<file path="src/hw/sideband_defs.vh">
`ifndef SIDEBAND_DEFS_VH
`define SIDEBAND_DEFS_VH
// ----------------------------------------
// clock and timing
// ----------------------------------------
`define CLK_MHZ          25
`define RESET_MIN_NS     10000
`define RESET_MIN_CYC    ((`RESET_MIN_NS * `CLK_MHZ + 999) / 1000)
`define INIT_NS          100000
`define INIT_CYC         ((`INIT_NS * `CLK_MHZ) / 1000)
// ----------------------------------------
// serial bus
// ----------------------------------------
`define DEV_ADDR         7'h50
// ----------------------------------------
// memory map offsets
// ----------------------------------------
`define OFS_STATUS       8'h00
`define OFS_LOS          8'h01
`define OFS_MON0         8'h02
`define OFS_CTRL         8'h06
`define OFS_MEM_HI       4'h1
// ----------------------------------------
// fields and reset values
// ----------------------------------------
`define ST_NOT_READY     0
`define ST_INT_FLAG      1
`define CTRL_TX_OFF      0
`define CTRL_RESET       8'h00
`define LOS_THRESH       8'h10
`define SYNC_RESET       6'h33
`endif

</file>
<file path="src/hw/map_memory.v">
`timescale 1ns/100ps
`default_nettype none
module map_memory #(
  parameter AW = 4,
  parameter DW = 8
) (
  input  wire          clk_sys_i,
  input  wire          rstn_i,
  input  wire          we_i,
  input  wire [AW-1:0] waddr_i,
  input  wire [DW-1:0] wdata_i,
  input  wire [AW-1:0] raddr_i,
  output reg  [DW-1:0] rdata_o
);
  reg [DW-1:0] mem [0:(1<<AW)-1];

  // array has no reset, contents are user scratch only
  always @(posedge clk_sys_i) begin
    if (we_i) begin
      mem[waddr_i] <= wdata_i;
    end
  end

  always @(posedge clk_sys_i or negedge rstn_i) begin
    if (!rstn_i) begin
      rdata_o <= {DW{1'b0}};
    end else begin
      rdata_o <= mem[raddr_i];
    end
  end
endmodule // map_memory
`default_nettype wire

</file>
<file path="src/hw/module_sideband_control.v">
`timescale 1ns/100ps
`default_nettype none
`include "sideband_defs.vh"
module module_sideband_control #(
  parameter LANES     = 4,
  parameter RESET_CYC = `RESET_MIN_CYC,
  parameter INIT_CYC  = `INIT_CYC
) (
  input  wire               clk_sys_i,
  input  wire               rstn_i,
  input  wire               module_select_n_i,
  input  wire               module_reset_n_i,
  input  wire               low_power_select_i,
  input  wire               transmit_disable_i,
  input  wire               scl_i,
  input  wire               sda_i,
  input  wire [LANES*8-1:0] rx_power_i,
  output reg                sda_o,
  output reg                sda_oe_n_o,
  output reg                interrupt_n_o,
  output reg                presence_detect_n_o,
  output reg                tx_off_o,
  output reg                power_cap_o,
  output reg                receive_signal_loss_o
);
  // ----------------------------------------
  // states
  // ----------------------------------------
  localparam S_IDLE  = 3'd0;
  localparam S_ADDR  = 3'd1;
  localparam S_ACKA  = 3'd2;
  localparam S_WRITE = 3'd3;
  localparam S_ACKW  = 3'd4;
  localparam S_READ  = 3'd5;
  localparam S_ACKR  = 3'd6;

  // ----------------------------------------
  // input synchronisers
  // ----------------------------------------
  // order: sda, scl, tx disable, low power, reset, select
  reg  [5:0] sync1_q;
  reg  [5:0] sync2_q;
  reg        scl_d_q;
  reg        sda_d_q;
  always @(posedge clk_sys_i or negedge rstn_i) begin
    if (!rstn_i) begin
      sync1_q <= `SYNC_RESET;
      sync2_q <= `SYNC_RESET;
      scl_d_q <= 1'b1;
      sda_d_q <= 1'b1;
    end else begin
      sync1_q <= {sda_i, scl_i, transmit_disable_i, low_power_select_i,
                  module_reset_n_i, module_select_n_i};
      sync2_q <= sync1_q;
      scl_d_q <= sync2_q[4];
      sda_d_q <= sync2_q[5];
    end
  end
  wire sel_n  = sync2_q[0];
  wire rst_n  = sync2_q[1];
  wire scl    = sync2_q[4];
  wire sda    = sync2_q[5];
  wire scl_rise = scl & ~scl_d_q;
  wire scl_fall = ~scl & scl_d_q;
  wire start_c  = scl & scl_d_q & sda_d_q & ~sda;
  wire stop_c   = scl & scl_d_q & ~sda_d_q & sda;

  // ----------------------------------------
  // reset pulse qualification and init
  // ----------------------------------------
  reg [15:0] low_cnt_q;
  reg        soft_rst_q;
  reg [15:0] init_cnt_q;
  always @(posedge clk_sys_i or negedge rstn_i) begin
    if (!rstn_i) begin
      low_cnt_q  <= 16'h0000;
      soft_rst_q <= 1'b0;
    end else if (rst_n) begin
      low_cnt_q  <= 16'h0000;
      soft_rst_q <= 1'b0;
    end else if (low_cnt_q >= RESET_CYC[15:0]) begin
      soft_rst_q <= 1'b1;
    end else begin
      low_cnt_q <= low_cnt_q + 16'h0001;
    end
  end

  // power-up loads the init count too, so no reset pulse is needed
  wire init_done = (init_cnt_q == 16'h0001);
  always @(posedge clk_sys_i or negedge rstn_i) begin
    if (!rstn_i) begin
      init_cnt_q <= 16'hffff;
    end else if (soft_rst_q || init_cnt_q == 16'hffff) begin
      init_cnt_q <= INIT_CYC[15:0];
    end else if (init_cnt_q != 16'h0000) begin
      init_cnt_q <= init_cnt_q - 16'h0001;
    end
  end

  // ----------------------------------------
  // monitor and alarms
  // ----------------------------------------
  reg [LANES*8-1:0] mon_q;
  reg [LANES-1:0]   los_q;
  integer i;
  always @(posedge clk_sys_i or negedge rstn_i) begin
    if (!rstn_i) begin
      mon_q <= {LANES*8{1'b0}};
      los_q <= {LANES{1'b0}};
    end else begin
      mon_q <= rx_power_i;
      for (i = 0; i < LANES; i = i + 1) begin
        los_q[i] <= (rx_power_i[i*8 +: 8] < `LOS_THRESH);
      end
    end
  end

  // ----------------------------------------
  // serial slave
  // ----------------------------------------
  reg  [2:0] st_q;
  reg  [3:0] cnt_q;
  reg  [7:0] shift_q;
  reg  [7:0] tx_q;
  reg  [7:0] ptr_q;
  reg        rw_q;
  reg        first_q;
  reg        nack_q;
  reg        drive_q;
  reg        mem_we_q;
  reg  [7:0] ctrl_q;
  reg        not_ready_q;
  reg        int_q;
  wire [7:0] mem_rd;
  reg  [7:0] rd_byte;
  reg        rd_status;

  always @* begin
    rd_status = 1'b0;
    rd_byte   = 8'h00;
    if (ptr_q == `OFS_STATUS) begin
      rd_byte   = {6'h00, int_q, not_ready_q};
      rd_status = 1'b1;
    end else if (ptr_q == `OFS_LOS) begin
      rd_byte = {{(8-LANES){1'b0}}, los_q};
    end else if (ptr_q >= `OFS_MON0 && ptr_q < `OFS_MON0 + LANES) begin
      rd_byte = mon_q[(ptr_q - `OFS_MON0) * 8 +: 8];
    end else if (ptr_q == `OFS_CTRL) begin
      rd_byte = ctrl_q;
    end else if (ptr_q[7:4] == `OFS_MEM_HI) begin
      rd_byte = mem_rd;
    end
  end

  wire load_rd = scl_fall && (st_q == S_ACKA ? rw_q : (st_q == S_ACKR && !nack_q));
  wire wr_byte = scl_fall && st_q == S_WRITE && cnt_q == 4'd8 && !first_q;

  always @(posedge clk_sys_i or negedge rstn_i) begin
    if (!rstn_i) begin
      st_q     <= S_IDLE;
      cnt_q    <= 4'd0;
      shift_q  <= 8'h00;
      tx_q     <= 8'h00;
      ptr_q    <= 8'h00;
      rw_q     <= 1'b0;
      first_q  <= 1'b1;
      nack_q   <= 1'b0;
      drive_q  <= 1'b0;
      mem_we_q <= 1'b0;
      ctrl_q   <= `CTRL_RESET;
    end else if (soft_rst_q || sel_n) begin
      // deselect drops the bus at once, the line is released
      st_q     <= S_IDLE;
      drive_q  <= 1'b0;
      mem_we_q <= 1'b0;
      if (soft_rst_q) begin
        ctrl_q <= `CTRL_RESET;
        ptr_q  <= 8'h00;
      end
    end else begin
      mem_we_q <= wr_byte && ptr_q[7:4] == `OFS_MEM_HI;
      if (mem_we_q) begin
        ptr_q <= ptr_q + 8'h01;
      end
      if (start_c) begin
        st_q    <= S_ADDR;
        cnt_q   <= 4'd0;
        first_q <= 1'b1;
        drive_q <= 1'b0;
      end else if (stop_c) begin
        st_q    <= S_IDLE;
        drive_q <= 1'b0;
      end else if (scl_rise) begin
        if (st_q == S_ADDR || st_q == S_WRITE || st_q == S_READ) begin
          shift_q <= {shift_q[6:0], sda};
          cnt_q   <= cnt_q + 4'd1;
        end else if (st_q == S_ACKR) begin
          nack_q <= sda;
          if (!sda) begin
            ptr_q <= ptr_q + 8'h01;
          end
        end
      end else if (scl_fall) begin
        case (st_q)
          S_ADDR: begin
            if (cnt_q == 4'd8) begin
              cnt_q <= 4'd0;
              if (shift_q[7:1] == `DEV_ADDR) begin
                st_q    <= S_ACKA;
                drive_q <= 1'b1;
                rw_q    <= shift_q[0];
              end else begin
                st_q <= S_IDLE;
              end
            end
          end
          S_ACKA, S_ACKR: begin
            cnt_q <= 4'd0;
            if (load_rd) begin
              st_q    <= S_READ;
              tx_q    <= rd_byte;
              drive_q <= ~rd_byte[7];
            end else begin
              st_q    <= (st_q == S_ACKA) ? S_WRITE : S_IDLE;
              drive_q <= 1'b0;
            end
          end
          S_WRITE: begin
            if (cnt_q == 4'd8) begin
              st_q    <= S_ACKW;
              drive_q <= 1'b1;
              cnt_q   <= 4'd0;
              first_q <= 1'b0;
              if (first_q) begin
                ptr_q <= shift_q;
              end else if (ptr_q == `OFS_CTRL) begin
                ctrl_q <= shift_q;
                ptr_q  <= ptr_q + 8'h01;
              end else if (ptr_q[7:4] != `OFS_MEM_HI) begin
                ptr_q <= ptr_q + 8'h01;
              end
            end
          end
          S_ACKW: begin
            st_q    <= S_WRITE;
            drive_q <= 1'b0;
          end
          S_READ: begin
            if (cnt_q == 4'd8) begin
              st_q    <= S_ACKR;
              drive_q <= 1'b0;
            end else begin
              tx_q    <= {tx_q[6:0], 1'b0};
              drive_q <= ~tx_q[6];
            end
          end
          default: begin
            st_q <= S_IDLE;
          end
        endcase
      end
    end
  end

  // ----------------------------------------
  // status flags, set wins over the read clear
  // ----------------------------------------
  always @(posedge clk_sys_i or negedge rstn_i) begin
    if (!rstn_i) begin
      not_ready_q <= 1'b1;
      int_q       <= 1'b0;
    end else if (soft_rst_q) begin
      not_ready_q <= 1'b1;
      int_q       <= 1'b0;
    end else if (init_done) begin
      not_ready_q <= 1'b0;
      int_q       <= 1'b1;
    end else if (load_rd && rd_status && !sel_n) begin
      int_q <= 1'b0;
    end
  end

  map_memory #(.AW(4), .DW(8)) u_mem (
    .clk_sys_i (clk_sys_i),
    .rstn_i    (rstn_i),
    .we_i      (mem_we_q),
    .waddr_i   (ptr_q[3:0]),
    .wdata_i   (shift_q),
    .raddr_i   (ptr_q[3:0]),
    .rdata_o   (mem_rd)
  );

  // ----------------------------------------
  // registered pin outputs
  // ----------------------------------------
  always @(posedge clk_sys_i or negedge rstn_i) begin
    if (!rstn_i) begin
      sda_o                 <= 1'b0;
      sda_oe_n_o            <= 1'b1;
      interrupt_n_o         <= 1'b1;
      presence_detect_n_o   <= 1'b0;
      tx_off_o              <= 1'b1;
      power_cap_o           <= 1'b1;
      receive_signal_loss_o <= 1'b0;
    end else begin
      sda_o                 <= 1'b0;
      sda_oe_n_o            <= ~(drive_q & ~sel_n);
      interrupt_n_o         <= ~int_q;
      presence_detect_n_o   <= 1'b0;
      tx_off_o              <= sync2_q[3] | ctrl_q[`CTRL_TX_OFF];
      power_cap_o           <= sync2_q[2];
      receive_signal_loss_o <= |los_q;
    end
  end
endmodule // module_sideband_control
`default_nettype wire

</file>
<file path="config.mk">
export PLATFORM = sky130hd
export DESIGN_NAME = module_sideband_control
export DESIGN_NICKNAME = d
export VERILOG_FILES = /design/src/hw/map_memory.v /design/src/hw/module_sideband_control.v
export VERILOG_INCLUDE_DIRS = /design/src /design/src/hw
export SDC_FILE = /design/constraint.sdc
export NUM_CORES = 1
export LEC_CHECK = 0
export BUFFER_PORTS_ARGS = -buffer_cell sky130_fd_sc_hd__buf_4
export CAP_MARGIN = 20
export CORE_MARGIN = 8
export CORE_UTILIZATION = 35
export CTS_BUF_LIST = sky130_fd_sc_hd__clkbuf_4 sky130_fd_sc_hd__clkbuf_8
export DETAILED_ROUTE_END_ITERATION = 10
export PLACE_DENSITY = 0.52
export SETUP_SLACK_MARGIN = 0.02
export SLEW_MARGIN = 20
export SYNTH_ARGS = -nofsm -noshare
export SYNTH_HDL_FRONTEND = slang
export SYNTH_SLANG_ARGS = --single-unit
</file>
<file path="constraint.sdc">
create_clock -name clk_sys_i -period 2.14 [get_ports clk_sys_i]
set_input_delay 0.321 -clock clk_sys_i [delete_from_list [all_inputs] [get_ports clk_sys_i]]
set_output_delay 0.321 -clock clk_sys_i [all_outputs]
set_load 0.01 [all_outputs]
</file>
==> out/results.ini <==
[synth]
synth_flop_cell=edfxtp_1
seq_area_frac_synth_pct=62.8
synth_area_um2=11800
synth-edff-count=128
yosysWarnings=0
synthCells=840
ys_ff_latch=269
synthDistinctLibCells=79
synthArstFlopShare_pct=52.4
syn_area_per_cell_um2=14.1

[final_layout]
drive_gt1_share_pct=31.7
insertedDiodeCount=0
fill_cells=3080
fin_cells=1508
nets=1080
syn2layout_area_growth_pct=24.8

[setup_path]
cp.required_ns=2.64
critPathLaunchType=register
cp_max_fo=5
crit_type=reg -> reg
end_kind=register
rr_worst_depth=7
cp.arrival_ns=2.52

[die]
start_util_pct=35.4
io_pins=47
dieHeight_um=200
core_um2=33400
dieArea_um2=39900
row_count=67
dieWidth_um=200

[power]
seqPwrFrac_pct=47.6
switching_share_pct=25.3
combPwrFrac_pct=11.3
switching_power_uw=3080
ir_drop_mv=0.544
leakage_uw=0.00577
clockPowerShare_pct=41.1
power_per_cell_area_nw_per_um2=826
internal-power_uw=9100

[sta]
slew-limit-headroom_pct=48.3
final.setup.tns_ns=0
setup_viol=0
tightest_slew_ns=0.776
period_share_pct=94.6
finalHoldViolCount=0
skew_ns=0.0175
slew_violations=0
grt_setup_unrepaired=true
min_period_ns=2.02
fmax_mhz=494

[global_route]
antenna_found_initial=0
grt_max_degree=56
grt-ovfl-total=0
track_usage_pct=15.3
grt_pass1_vias=8046
grt_pass1_wl_um=47300

[clock_tree]
clk_path_buf_depth=3
root_buffer=clkbuf_8
insertion_delay_ns=0.57
cts_tree=done
htreeDepth=2
cts_buffers=46
path_clk_slew_ns=0.06
clock_sinks=269

[placed_design]
port_buffers=44
dpl.cell_count=1381
place_hpwl_um=19700
gp_congestion=0.860

[job]
drv_cap=0

[drt]
ant_nets=0
drc_errors=0
vias=7742
dr.pass1.iters=5
routed_wl_um=29700
via_per_inst=5.13
wl_per_cell_um=19.7
initialDrtViolationCount=579

[worst_hold_path]
min_path_type=in -> async

[outcome]
status=finished clean

-- state kept, by name (all words and copies together) (netlist names), 3 cells and up --
signal / count
cnt_q: 4
ctrl_q: 8
init_cnt_q: 16
los_q: 4
low_cnt_q: 16
mon_q: 32
ptr_q: 8
shift_q: 8
st_q: 3
sync1_q: 6
sync2_q: 6
tx_q: 7
u_mem.mem: 128
u_mem.rdata_o: 8
-- metal layers --
metal	up-vias	part of all wire (%)	GRT usage (%)
met3	59	4.8	2.37
met2	191	47	24.4
met5	-	0	0
met1	3904	46	21.3
met4	0	2.2	4.93
li1	3588	-	-
-- area by class of cell --
| cell class | count | area [um2] | area share, % |
|---|---|---|---|
| clock inverter | 18 | 159 | 1.08 |
| timing repair buffer | 177 | 1510 | 10.2 |
| clock buffer | 68 | 861 | 5.84 |
| tap | 448 | 561 | 3.81 |
| multi-input combinational | 509 | 4160 | 28.2 |
| inverter | 19 | 71.3 | 0.484 |
| sequential | 269 | 7410 | 50.3 |
-- worst max-delay path, stage by stage, from the launching register on --
cell and delay [ns]:
dfstp_2 0.58, inv_1 0.06, ha_1 0.22, nand4_1 0.20, buf_4 0.19, o21ai_0 0.11, a2111oi_1 0.45, a211o_1 0.16
-- through the flow --
stage	instance area, um2	power (uW)	util [%]	setup WS, ns	hold WS (ns)
2_1_floorplan	11800	6580	-	0.0207	0.0254
3_3_place_gp	13300	7210	39.8	0.0599	0.249
3_5_place_dp	13300	7210	39.8	0.00320	0.255
4_1_cts	14700	12300	44.0	0.0436	0.221
5_1_grt	14700	12700	44.1	0.0104	0.264
6_report	14700	12200	44.1	0.116	0.237
-- final timing paths --
path | from | to | slack, ns
worst min register to register | sync1_q[2] | sync2_q[2] | 0.35
worst max register to register | sync2_q[4] | ptr_q[6] | 0.12
worst min-delay path | rstn_i | ptr_q[4] | 0.24
max in group asynchronous | rstn_i | sync1_q[1] | 1.22
worst max-delay path | sync2_q[4] | ptr_q[6] | 0.12
min in group clk_sys_i | sync1_q[2] | sync2_q[2] | 0.35
-- logic make-up (layout without fill, tap and decap cells) --
group | count (synthesis) | after routing | share of synthesized area [%]
AO/OA/AOI/OAI | 152 | 152 | 9.24
XOR/XNOR | 25 | 25 | 1.92
adder cells (fa/ha/maj) | 18 | 18 | 1.91
buffers and inverters | 63 | 282 | 2.31
flip-flops | 269 | 269 | 62.8
multiplexers | 61 | 61 | 10.4
other | 1 | 2 | 0.0318
AND/OR/NAND/NOR | 251 | 251 | 11.4
-- power by group through the flow --
stage / Sequential [uW] / Clock [uW] / Combinational (uW)
6_report: 5800 / 5000 / 1380
5_1_grt: 5820 / 5360 / 1500
4_1_cts: 5800 / 5170 / 1370
3_5_place_dp: 5900 / 0 / 1310
3_3_place_gp: 5900 / 0 / 1310
2_1_floorplan: 5840 / 0 / 744
-- synth_stat cells, drive strengths merged, types with 4 or more instances --
cell type	count	share of area, %
a211o	4	0.30
a21o	7	0.45
a21oi	29	1.3
a221o	7	0.59
a22o	13	0.96
a22oi	5	0.32
a31oi	9	0.48
a32oi	6	0.45
and2	8	0.42
and3	6	0.32
and3b	4	0.30
buf	23	1.0
clkbuf	21	0.67
dfrtp	109	23
dfstp	32	7.1
edfxtp	128	33
ha	18	1.9
inv	19	0.60
mux2	11	1.0
mux4	48	9.2
nand2	54	1.7
nand2b	6	0.32
nand3	23	0.98
nand4	13	0.74
nor2	56	1.8
nor2b	17	0.90
nor3	18	0.86
nor4	15	0.92
nor4b	4	0.35
o211ai	4	0.25
o21ai	27	1.1
o21bai	4	0.25
o22ai	4	0.21
or2	4	0.21
or3	6	0.32
or4	4	0.29
xnor2	11	0.82
xor2	14	1.1
-- repair_timing --
item | CTS | global route
hold endpoints to repair | 74 | 0
buffers inserted | 0 | 2
resized for setup | 1 | 6
cloned | 0 | 0
endpoints found under the setup margin | 8 | 14
pin swaps | 0 | 1
hold buffers | 39 | 0
-- cell usage in the layout, fill, tap and decap left out, types with 14 or more instances in the layout --
cell	instances
a21oi_1	28
dfstp_2	32
dlygate4sd3_1	39
mux4_2	48
nor2b_1	16
ha_1	17
dfrtp_1	107
nand2_1	54
nor3_1	15
nor2_1	55
buf_4	131
clkbuf_8	56
nor4_1	14
nand3_1	22
inv_1	19
edfxtp_1	128
o21ai_0	21
(Power assumes the default switching activity.)
